===== src/rtl/rgi_pkg.sv =====
// Constants, encodings and carrier types for the RGMII tri-speed physical interface
package rgi_pkg;

   // Link speed encoding on the speed select input
   typedef enum logic [1:0] {
      RGI_SPD_10M  = 2'h0,
      RGI_SPD_100M = 2'h1,
      RGI_SPD_1G   = 2'h2
   } rgi_speed_t;

   // Reference clock and strobe divisors
   localparam int RGI_REF_CLK_MHZ = 125;
   localparam int RGI_CLK_PERIOD_NS = 1000 / RGI_REF_CLK_MHZ;
   localparam int RGI_DIV_1G = 1;
   localparam int RGI_DIV_100M = 10;
   localparam int RGI_DIV_10M = 100;
   localparam int RGI_CNT_W = 7;

   // Forwarded clock skew at gigabit, met by the quadrature reference
   localparam int RGI_TXC_SKEW_NS = 2;
   localparam int RGI_TXC_SKEW_QUARTERS = (RGI_TXC_SKEW_NS * 4) / RGI_CLK_PERIOD_NS;

   // Reset values
   localparam logic [3:0] RGI_NIBBLE_RST = 4'h0;
   localparam logic [7:0] RGI_BYTE_RST = 8'h00;
   localparam logic [RGI_CNT_W-1:0] RGI_CNT_RST = 7'h00;

   // Two-edge output register contents: value for the rising and for the falling half
   typedef struct packed {
      logic [3:0] d_rise;
      logic [3:0] d_fall;
      logic ctl_rise;
      logic ctl_fall;
      logic clk_rise;
      logic clk_fall;
   } rgi_ddr_t;

   localparam rgi_ddr_t RGI_DDR_RST = '{4'h0, 4'h0, 1'b0, 1'b0, 1'b0, 1'b0};

   // One byte with its frame flags
   typedef struct packed {
      logic [7:0] data;
      logic valid;
      logic error;
   } rgi_word_t;

   localparam rgi_word_t RGI_WORD_RST = '{8'h00, 1'b0, 1'b0};

endpackage : rgi_pkg


===== src/rtl/rgi_phy_if.sv =====
// RGMII tri-speed transmit and receive adapter between a MAC datapath and an external PHY
`timescale 1ns/100ps

// Summary of operation
// - All transmit logic and user transmit handshake run on the 125 MHz reference.
// - Transmit strobe: every cycle at 1G, one in ten at 100M, one in hundred at 10M.
// - The transmit strobe is made here and handed to the MAC as its qualifier.
// - Transmit data and control leave through two-edge output registers at the pads.
// - Forwarded clock rises from the same two-edge register as data; its falling half is re-held on the falling reference edge.
// - At 1G the forwarded clock sits 2 ns late, centred in the data window.
// - At 10 and 100M the clock register inputs toggle at the nibble rate.
// - The quadrature reference clocks no register; it only selects the forwarded-clock output mux.
// - Receive logic runs on the transmit reference, paced by sampled edges of the PHY receive clock.
// - A receive qualifier strobe is derived on the reference from sampled receive clock edges and handed out.
// - References may be shared; each instance takes its own PHY receive clock.
module rgi_phy_if
   import rgi_pkg::*;
#(
   parameter int DIV_100M = RGI_DIV_100M,
   parameter int DIV_10M = RGI_DIV_10M
) (
   input wire logic clk_in,
   input wire logic reset_n_in,
   input wire logic tx_reference_clock_quadrature_in,
   input wire rgi_speed_t speed_in,
   input wire logic [7:0] tx_data_in,
   input wire logic tx_valid_in,
   input wire logic tx_error_in,
   output logic tx_ready_out,
   output logic tx_enable_out,
   output logic [3:0] rgmii_txd_out,
   output logic rgmii_tx_ctl_out,
   output logic rgmii_txc_out,
   input wire logic rgmii_rxc_in,
   input wire logic [3:0] rgmii_rxd_in,
   input wire logic rgmii_rx_ctl_in,
   output logic [7:0] rx_data_out,
   output logic rx_valid_out,
   output logic rx_error_out,
   output logic rx_enable_out
);

   ////////////////////////////////////////////////////////////////////////////////////////////////
   // Elaboration checks

   if (DIV_100M < 2 || DIV_100M % 2 != 0 || DIV_10M < 2 || DIV_10M % 2 != 0 ||
       DIV_10M >= (1 << RGI_CNT_W) || DIV_100M >= (1 << RGI_CNT_W)) begin : g_bad_div
      $error("Strobe divisors must be even, at least 2 and fit the counter");
   end
   if (RGI_TXC_SKEW_QUARTERS != 1) begin : g_bad_skew
      $error("Gigabit clock skew must equal a quarter reference period");
   end

   function automatic logic [RGI_CNT_W-1:0] div_of(input rgi_speed_t spd);
      logic [RGI_CNT_W-1:0] d;
      d = RGI_CNT_W'(RGI_DIV_1G);
      if (spd == RGI_SPD_100M) begin
         d = RGI_CNT_W'(DIV_100M);
      end else if (spd == RGI_SPD_10M) begin
         d = RGI_CNT_W'(DIV_10M);
      end
      return d;
   endfunction : div_of

   ////////////////////////////////////////////////////////////////////////////////////////////////
   // Transmit strobe generator

   rgi_speed_t spd_q;
   logic [RGI_CNT_W-1:0] cnt;
   logic [RGI_CNT_W-1:0] cnt_d;
   logic [RGI_CNT_W-1:0] next_cnt;
   logic spd_changed;

   assign spd_changed = (speed_in != spd_q);

   always_comb begin
      next_cnt = cnt + RGI_CNT_W'(1);
      if (spd_changed || cnt >= div_of(speed_in) - RGI_CNT_W'(1)) begin
         next_cnt = RGI_CNT_RST;
      end
   end

   always_ff @(posedge clk_in or negedge reset_n_in) begin
      if (!reset_n_in) begin
         cnt <= RGI_CNT_RST;
         cnt_d <= RGI_CNT_RST;
         spd_q <= RGI_SPD_10M;
      end else begin
         cnt <= next_cnt;
         cnt_d <= cnt;
         spd_q <= speed_in;
      end
   end

   // qualifier handed to the MAC and throttling the user
   assign tx_enable_out = reset_n_in && (cnt == RGI_CNT_RST);
   assign tx_ready_out = tx_enable_out;

   ////////////////////////////////////////////////////////////////////////////////////////////////
   // Transmit byte capture and two-edge register loading

   rgi_word_t tx_word;
   rgi_ddr_t tx_ddr;
   rgi_ddr_t next_tx_ddr;

   // new word taken on each strobe cycle, whether valid is set or not
   always_ff @(posedge clk_in or negedge reset_n_in) begin
      if (!reset_n_in) begin
         tx_word <= RGI_WORD_RST;
      end else if (tx_enable_out) begin
         tx_word <= '{tx_data_in, tx_valid_in, tx_error_in};
      end
   end

   always_comb begin
      logic [RGI_CNT_W-1:0] half;
      logic [RGI_CNT_W-1:0] pos;
      logic [3:0] nib;
      half = div_of(spd_q) >> 1;
      pos = cnt_d;
      nib = tx_word.data[3:0];
      if (spd_q == RGI_SPD_1G) begin
         // low nibble rising, high nibble falling
         next_tx_ddr.d_rise = tx_word.data[3:0];
         next_tx_ddr.d_fall = tx_word.data[7:4];
         // full-rate clock, phase set by quadrature mux
         next_tx_ddr.clk_rise = 1'b1;
         next_tx_ddr.clk_fall = 1'b0;
      end else begin
         if (cnt_d >= half) begin
            pos = cnt_d - half;
            nib = tx_word.data[7:4];
         end
         next_tx_ddr.d_rise = nib;
         next_tx_ddr.d_fall = nib;
         // clock high for the first half of each nibble period
         next_tx_ddr.clk_rise = ({pos, 1'b0} < {1'b0, half});
         next_tx_ddr.clk_fall = ({pos, 1'b1} < {1'b0, half});
      end
      // control: valid, then valid xor error
      next_tx_ddr.ctl_rise = tx_word.valid;
      next_tx_ddr.ctl_fall = tx_word.valid ^ tx_word.error;
   end

   always_ff @(posedge clk_in or negedge reset_n_in) begin
      if (!reset_n_in) begin
         tx_ddr <= RGI_DDR_RST;
      end else begin
         tx_ddr <= next_tx_ddr;
      end
   end

   // pad mux: rising-half value while the reference is high
   assign rgmii_txd_out = clk_in ? tx_ddr.d_rise : tx_ddr.d_fall;
   assign rgmii_tx_ctl_out = clk_in ? tx_ddr.ctl_rise : tx_ddr.ctl_fall;

   // Falling-half clock value, held from mid-cycle so the quadrature low phase that
   // spans the next reference edge still shows it and the forwarded clock never glitches
   logic txc_fall_q;

   always_ff @(negedge clk_in or negedge reset_n_in) begin
      if (!reset_n_in) begin
         txc_fall_q <= 1'b0;
      end else begin
         txc_fall_q <= tx_ddr.clk_fall;
      end
   end

   // rising half from the two-edge register, falling half from the mid-cycle hold, selected by the quadrature reference
   assign rgmii_txc_out = tx_reference_clock_quadrature_in ? tx_ddr.clk_rise : txc_fall_q;

   ////////////////////////////////////////////////////////////////////////////////////////////////
   // Receive pin synchronisers

   logic rxc_s1, rxc_s2, rxc_s3;
   logic [3:0] rxd_s1, rxd_s2;
   logic rxctl_s1, rxctl_s2;
   logic rx_rise, rx_fall;

   always_ff @(posedge clk_in or negedge reset_n_in) begin
      if (!reset_n_in) begin
         rxc_s1 <= 1'b0;
         rxc_s2 <= 1'b0;
         rxc_s3 <= 1'b0;
         rxd_s1 <= RGI_NIBBLE_RST;
         rxd_s2 <= RGI_NIBBLE_RST;
         rxctl_s1 <= 1'b0;
         rxctl_s2 <= 1'b0;
      end else begin
         rxc_s1 <= rgmii_rxc_in;
         rxc_s2 <= rxc_s1;
         rxc_s3 <= rxc_s2;
         rxd_s1 <= rgmii_rxd_in;
         rxd_s2 <= rxd_s1;
         rxctl_s1 <= rgmii_rx_ctl_in;
         rxctl_s2 <= rxctl_s1;
      end
   end

   // receive pacing comes from this instance's own PHY clock edges
   assign rx_rise = rxc_s2 && !rxc_s3;
   assign rx_fall = !rxc_s2 && rxc_s3;

   ////////////////////////////////////////////////////////////////////////////////////////////////
   // Receive byte assembly and qualifier

   logic [3:0] rx_low;
   logic rx_dv;
   logic rx_fall_ctl;
   logic rx_phase;
   rgi_word_t rx_word;
   logic rx_strobe;

   always_ff @(posedge clk_in or negedge reset_n_in) begin
      if (!reset_n_in) begin
         rx_low <= RGI_NIBBLE_RST;
         rx_dv <= 1'b0;
         rx_fall_ctl <= 1'b0;
         rx_phase <= 1'b0;
         rx_word <= RGI_WORD_RST;
         rx_strobe <= 1'b0;
      end else begin
         rx_strobe <= 1'b0;
         if (speed_in == RGI_SPD_1G) begin
            rx_phase <= 1'b0;
            // low nibble and valid on rising edge
            if (rx_rise) begin
               rx_low <= rxd_s2;
               rx_dv <= rxctl_s2;
            end
            // byte and strobe on the falling edge
            if (rx_fall) begin
               rx_word <= '{{rxd_s2, rx_low}, rx_dv, rx_dv ^ rxctl_s2};
               rx_strobe <= 1'b1;
            end
         end else begin
            if (rx_fall) begin
               rx_fall_ctl <= rxctl_s2;
            end
            if (rx_rise && !rx_phase) begin
               rx_low <= rxd_s2;
               rx_dv <= rxctl_s2;
               rx_phase <= rxctl_s2;
            end else if (rx_rise) begin
               // one byte per two nibble periods
               rx_word <= '{{rxd_s2, rx_low}, rx_dv && rxctl_s2, rx_dv ^ rx_fall_ctl};
               rx_strobe <= 1'b1;
               rx_phase <= 1'b0;
            end
         end
      end
   end

   assign rx_data_out = rx_word.data;
   assign rx_valid_out = rx_word.valid;
   assign rx_error_out = rx_word.error;
   assign rx_enable_out = rx_strobe;

   ////////////////////////////////////////////////////////////////////////////////////////////////
   // Assertions

   logic [RGI_CNT_W-1:0] gap;
   logic spd_settled;

   always_ff @(posedge clk_in or negedge reset_n_in) begin
      if (!reset_n_in) begin
         gap <= RGI_CNT_RST;
         spd_settled <= 1'b0;
      end else begin
         gap <= tx_enable_out ? RGI_CNT_RST : gap + RGI_CNT_W'(1);
         spd_settled <= !spd_changed && (tx_enable_out ? 1'b1 : spd_settled);
      end
   end

   a_strobe_spacing: assert property (@(posedge clk_in) disable iff (!reset_n_in)
      (tx_enable_out && spd_settled && !spd_changed && speed_in != RGI_SPD_1G)
         |-> (gap == div_of(speed_in) - RGI_CNT_W'(1)))
      else $error("Transmit strobe spacing does not match the link speed");

   a_strobe_gig: assert property (@(posedge clk_in) disable iff (!reset_n_in)
      (speed_in == RGI_SPD_1G && spd_q == RGI_SPD_1G) |-> tx_enable_out)
      else $error("Transmit strobe missing at gigabit");

   a_word_capture: assert property (@(posedge clk_in) disable iff (!reset_n_in)
      tx_enable_out |=> (tx_word.data == $past(tx_data_in) && tx_word.valid == $past(tx_valid_in) &&
         tx_word.error == $past(tx_error_in)))
      else $error("Transmit word not taken on strobe");

   a_gig_nibbles: assert property (@(posedge clk_in) disable iff (!reset_n_in)
      (tx_enable_out && speed_in == RGI_SPD_1G && spd_q == RGI_SPD_1G) ##1 (spd_q == RGI_SPD_1G)
         |=> (tx_ddr.d_rise == $past(tx_data_in[3:0], 2) && tx_ddr.d_fall == $past(tx_data_in[7:4], 2)))
      else $error("Gigabit nibble order wrong");

   a_ctl_error: assert property (@(posedge clk_in) disable iff (!reset_n_in)
      (tx_enable_out && tx_valid_in && tx_error_in) |-> ##2 (tx_ddr.ctl_rise && !tx_ddr.ctl_fall))
      else $error("Control falling half must flag the error");

   a_gig_clock: assert property (@(posedge clk_in) disable iff (!reset_n_in)
      (spd_q == RGI_SPD_1G) |=> (tx_ddr.clk_rise && !tx_ddr.clk_fall))
      else $error("Gigabit forwarded clock pattern wrong");

   a_clock_100m: assert property (@(posedge clk_in) disable iff (!reset_n_in)
      ($rose(tx_ddr.clk_rise) && spd_settled && speed_in == RGI_SPD_100M && DIV_100M == 10)
         ##1 (speed_in == RGI_SPD_100M) [*5] |-> $rose(tx_ddr.clk_rise))
      else $error("Forwarded clock period wrong at 100M");

   a_rx_after_edge: assert property (@(posedge clk_in) disable iff (!reset_n_in)
      rx_enable_out |-> $past(rx_rise || rx_fall))
      else $error("Receive strobe without a receive clock edge");

   a_rx_single: assert property (@(posedge clk_in) disable iff (!reset_n_in)
      rx_enable_out |=> !rx_enable_out)
      else $error("Receive strobe longer than one cycle");

endmodule : rgi_phy_if


===== config.mk =====
export PLATFORM = sky130hd
export DESIGN_NAME = rgi_phy_if
export DESIGN_NICKNAME = d
export VERILOG_FILES = /design/src/rtl/rgi_pkg.sv /design/src/rtl/rgi_phy_if.sv
export SDC_FILE = /design/constraint.sdc
export NUM_CORES = 1
export LEC_CHECK = 0
export ABC_AREA = 1
export CAP_MARGIN = 10
export CORE_ASPECT_RATIO = 0.6
export CORE_UTILIZATION = 47
export CTS_BUF_LIST = sky130_fd_sc_hd__clkbuf_8
export CTS_CLUSTER_SIZE = 14
export DETAILED_ROUTE_END_ITERATION = 10
export DONT_BUFFER_PORTS = 1
export PLACE_DENSITY = 0.63
export SYNTH_ARGS = -nofsm -noshare
export SYNTH_HDL_FRONTEND = slang
export SYNTH_SLANG_ARGS = --single-unit

===== constraint.sdc =====
create_clock -name clk_in -period 4.1 [get_ports clk_in]
set_clock_uncertainty 0.15 [all_clocks]
set_input_delay 0.41 -clock clk_in [delete_from_list [all_inputs] [get_ports clk_in]]
set_output_delay 0.41 -clock clk_in [all_outputs]
set_load 0.005 [all_outputs]

# Word level (Yosys, flattened, before mapping)
# Index checks and enable logic that the tools add are counted.
dict set report op_classes {
  addsub 3
  order_cmp 4
  eq_ne 8
  mux 30
  bitwise_logic 4
  n_reduce_logical 18
}
# cell n
set op_table {}
lappend op_table {{$mux 7} 7}
lappend op_table {{$mux 10} 4}
lappend op_table {{$mux 4} 5}
lappend op_table {{$lt 8x6->1} 2}
lappend op_table {{$mux 1} 12}
lappend op_table {{$mux 8} 1}
lappend op_table {{$add 7x1->7 const B} 1}
lappend op_table {{$ge 7x6->1} 1}
lappend op_table {{$ge 7x7->1} 1}
lappend op_table {{$logic_not 7->1} 1}
lappend op_table {{$sub 7x1->7 const B} 1}
lappend op_table {{$sub 7x6->7} 1}
lappend op_table {{$ne 2x2->1 const B} 3}
lappend op_table {{$logic_and 1x1->1} 5}
lappend op_table {{$eq 2x1->1 const B} 2}
lappend op_table {{$eq 2x2->1 const B} 2}
lappend op_table {{$logic_not 2->1} 2}
lappend op_table {{$reduce_and 2->1} 2}
lappend op_table {{$reduce_bool 2->1} 2}
lappend op_table {{$logic_not 1->1} 3}
lappend op_table {{$reduce_and 3->1} 1}
lappend op_table {{$reduce_bool 3->1} 1}
lappend op_table {{$xor 1x1->1} 3}
lappend op_table {{$mux 2} 1}
lappend op_table {{other kinds (3)} 3}
dict set report word_totals {
  regBits 70
  input_bits 21
  out_inout_bits 19
  word_cells 95
}

# Depth between registers and ports, before layout
dict set report logic_depth {
  ltp_word 8
  ltp_mapped 20
  ltp_nobuf 18
}

==> flow_summary.ini <==
[global_routing]
grt_max_degree = 70
grtUsageTotal_pct = 18.6
grt_overflow = 0
antenna_found_initial = 0
grt_pass1_wl_mm = 10.1
first_global_vias = 2076

[synth]
netlist_top_cells_count = nand2_1, dfrtp_1, inv_1, nor2_1, o21ai_0
synthesis.nets = 390
synth_top_family_by_area = simple AND/OR/NAND/NOR gates
yosys.area_share.simple_pct = 21.6
ys_seq_area_share_pct = 52.5
synth.most_common_cell = nand2_1
synth_top_area_share_pct = 51.7
syn_inst = 351
synth_top_area_cell = dfrtp_1
syn_area_sq_um = 3340
ys_warn_count = 0
synth_ff_type = dfrtp_1
synthMuxAreaShare_pct = 2.02
async_flop_share_pct = 100
synth_seq_cells = 70
synth-compound-area-share_pct = 8.36
synthTopCellsByArea = dfrtp_1, nand2_1, ha_1
ys_types = 40
synth_edf_count = 0
synth_fa_ha_area_share_pct = 6.97
synth_xor_area_share_pct = 2.10
avgSynthCellArea_sq_um = 9.51

[critical_path]
start_kind = flop
cp.buffers_inverters = 0
path_delay_family = flip-flops
end_kind = output port
r2r_end = tx_ddr[0]
worstReg2RegStart = spd_q[1]
crit_required_ns = 3.54
r2r_setup_slack_ns = 0.91
worstPathCellList = mux2_2
path_max_fanout = 1
worst_ep_arrival_time_ns = 3.09
slowest_delay_ns = 0.32
crit_type = flop to output port
cp_slowest_cell = dfrtn_1
r2r_cells = 15

[timing]
tightestPinTransition_ns = 0.602
slew_violations = 0
fin_tns_setup_ns = 0
rsz0062_at_grt = false
holdWs_ns = 0.0733
relSlewSlack_pct = 59.9
setup_viol = 0
finalHoldViolCount = 0

[floorplan]
num_rows = 23
core_sq_um = 6760
die_h_microns = 67.3
pin_count = 40
start_util_pct = 49.4
die_area_sq_um = 7460
die_x_microns = 111

[min_path]
min_path_type = input port to flop
min_to = rx_valid_out
hp-start = speed_in[0]
holdPathStages = 3

[pwr]
p_per_area_nw_per_um2 = 464
power_mw = 1.79
peakVddDrop_uv = 304
power.leakage_nw = 1.95

[detailed_routing]
drt_iter0_markers = 84
wl_met3_microns = 339
vias = 2308
wl_per_cell_microns = 13.3
met1_length_mm = 3.29
drc = 0
drt_pass1_iterations = 6
wl_mm = 6.30
ant_nets = 0
top_layer = met4
viasPerCell = 4.87
wl_met2_mm = 2.61

[layout]
drive_gt1_share_pct = 14.0
seqCellArea_sq_um = 1750
fill_cells = 575
syn_to_final_growth_pct = 15.7
multi_input_area_sq_um = 1380
nNetsFinal = 420
num_antenna_cells = 0
post-route-util_pct = 57.1

[placed_design]
place.gp.congestion = 0.837
hpwl_mm = 4.19
port_buffers = 0

[clock_tree]
worst_skew_pair.late_latency_ns = 0.46
clk_pin_slew_ns = 0.08
cts_tree = built

[job]
drv_cap = 0

[outcome]
status = completed
==> area by class of cell <==
cell class                      instances  area share [%]
Sequential cell                        70            45.3
Clock inverter                          8            1.55
Multi-Input combinational cell        231            35.6
Tap cell                               87            2.82
Clock buffer                           13            4.63
Timing Repair Buffer                   20            5.63
Inverter                               45            4.44
==> registers in the layout (all words and copies together), names as in the netlist, 2 cells and up <==
register / count
cnt: 7
rx_low: 4
cnt_d: 7
tx_word: 9
rxd_s2: 4
spd_q: 2
rx_data_out: 8
tx_ddr: 12
rxd_s1: 4
==> power by group <==
group          internal (mW)  switching, mW
Sequential             0.790         0.0565
Clock                  0.354          0.327
Combinational          0.106          0.159
==> metal layers <==
metal	track usage, %	vias up
met5	0	-
met4	9.00	0
met3	8.98	8
met2	24.2	44
met1	25.6	1065
li1	-	1191
==> logic make-up (layout without fill, tap and decap cells) <==
family | Yosys count | count (layout)
flops | 70 | 70
fa+ha+maj | 18 | 18
compound gates | 44 | 44
buf+inv | 50 | 86
other cells | 1 | 1
xor+xnor | 8 | 8
mux | 6 | 6
simple gates | 154 | 154
==> repair_timing <==
action | in CTS | in global routing
hold buffers | 20 | 0
setup buffers | 0 | 0
resized for setup | 0 | 0
endpoints found under the setup margin | 0 | 0
hold endpoints to repair | 87 | 0
==> layout by cell type (no fill, tap or decap), types with 4 or more instances in the layout <==
cell type | synthesis | final
a21oi_1 | 5 | 5
clkbuf_8 | 0 | 13
dfrtp_1 | 69 | 69
dlygate4sd3_1 | 0 | 19
ha_1 | 17 | 17
inv_1 | 42 | 42
mux2_2 | 6 | 6
nand2_1 | 94 | 94
nand2_4 | 4 | 4
nand3_1 | 10 | 10
nand4_1 | 4 | 4
nor2_1 | 22 | 22
nor3b_1 | 4 | 4
o211ai_2 | 4 | 4
o21ai_0 | 22 | 22
o21ai_1 | 4 | 4
xor2_1 | 6 | 6
==> through the flow <==
step                cell area, sq um  setup slack, ns  instances
floorplan                       3340            0.931        351
global placement                3410            0.924        433
detailed placement              3410            0.923        433
CTS                             3860            0.430        474
global route                    3860            0.420        474
finish                          3860            0.453        474
==> how the worst max path moves through the flow <==
| stage | startpoint | endpoint | slack, ns | cells after the start |
|---|---|---|---|---|
| detailed placement | spd_q[1] | tx_ddr[0] | 0.92 | 15 |
| global placement | txc_fall_q | rgmii_txc_out | 0.92 | 1 |
| finish | txc_fall_q | rgmii_txc_out | 0.45 | 1 |
| global route | txc_fall_q | rgmii_txc_out | 0.42 | 1 |
| floorplan | txc_fall_q | rgmii_txc_out | 0.93 | 1 |
| CTS | txc_fall_q | rgmii_txc_out | 0.43 | 1 |
No activity file was read; power rests on OpenSTA's default activity.
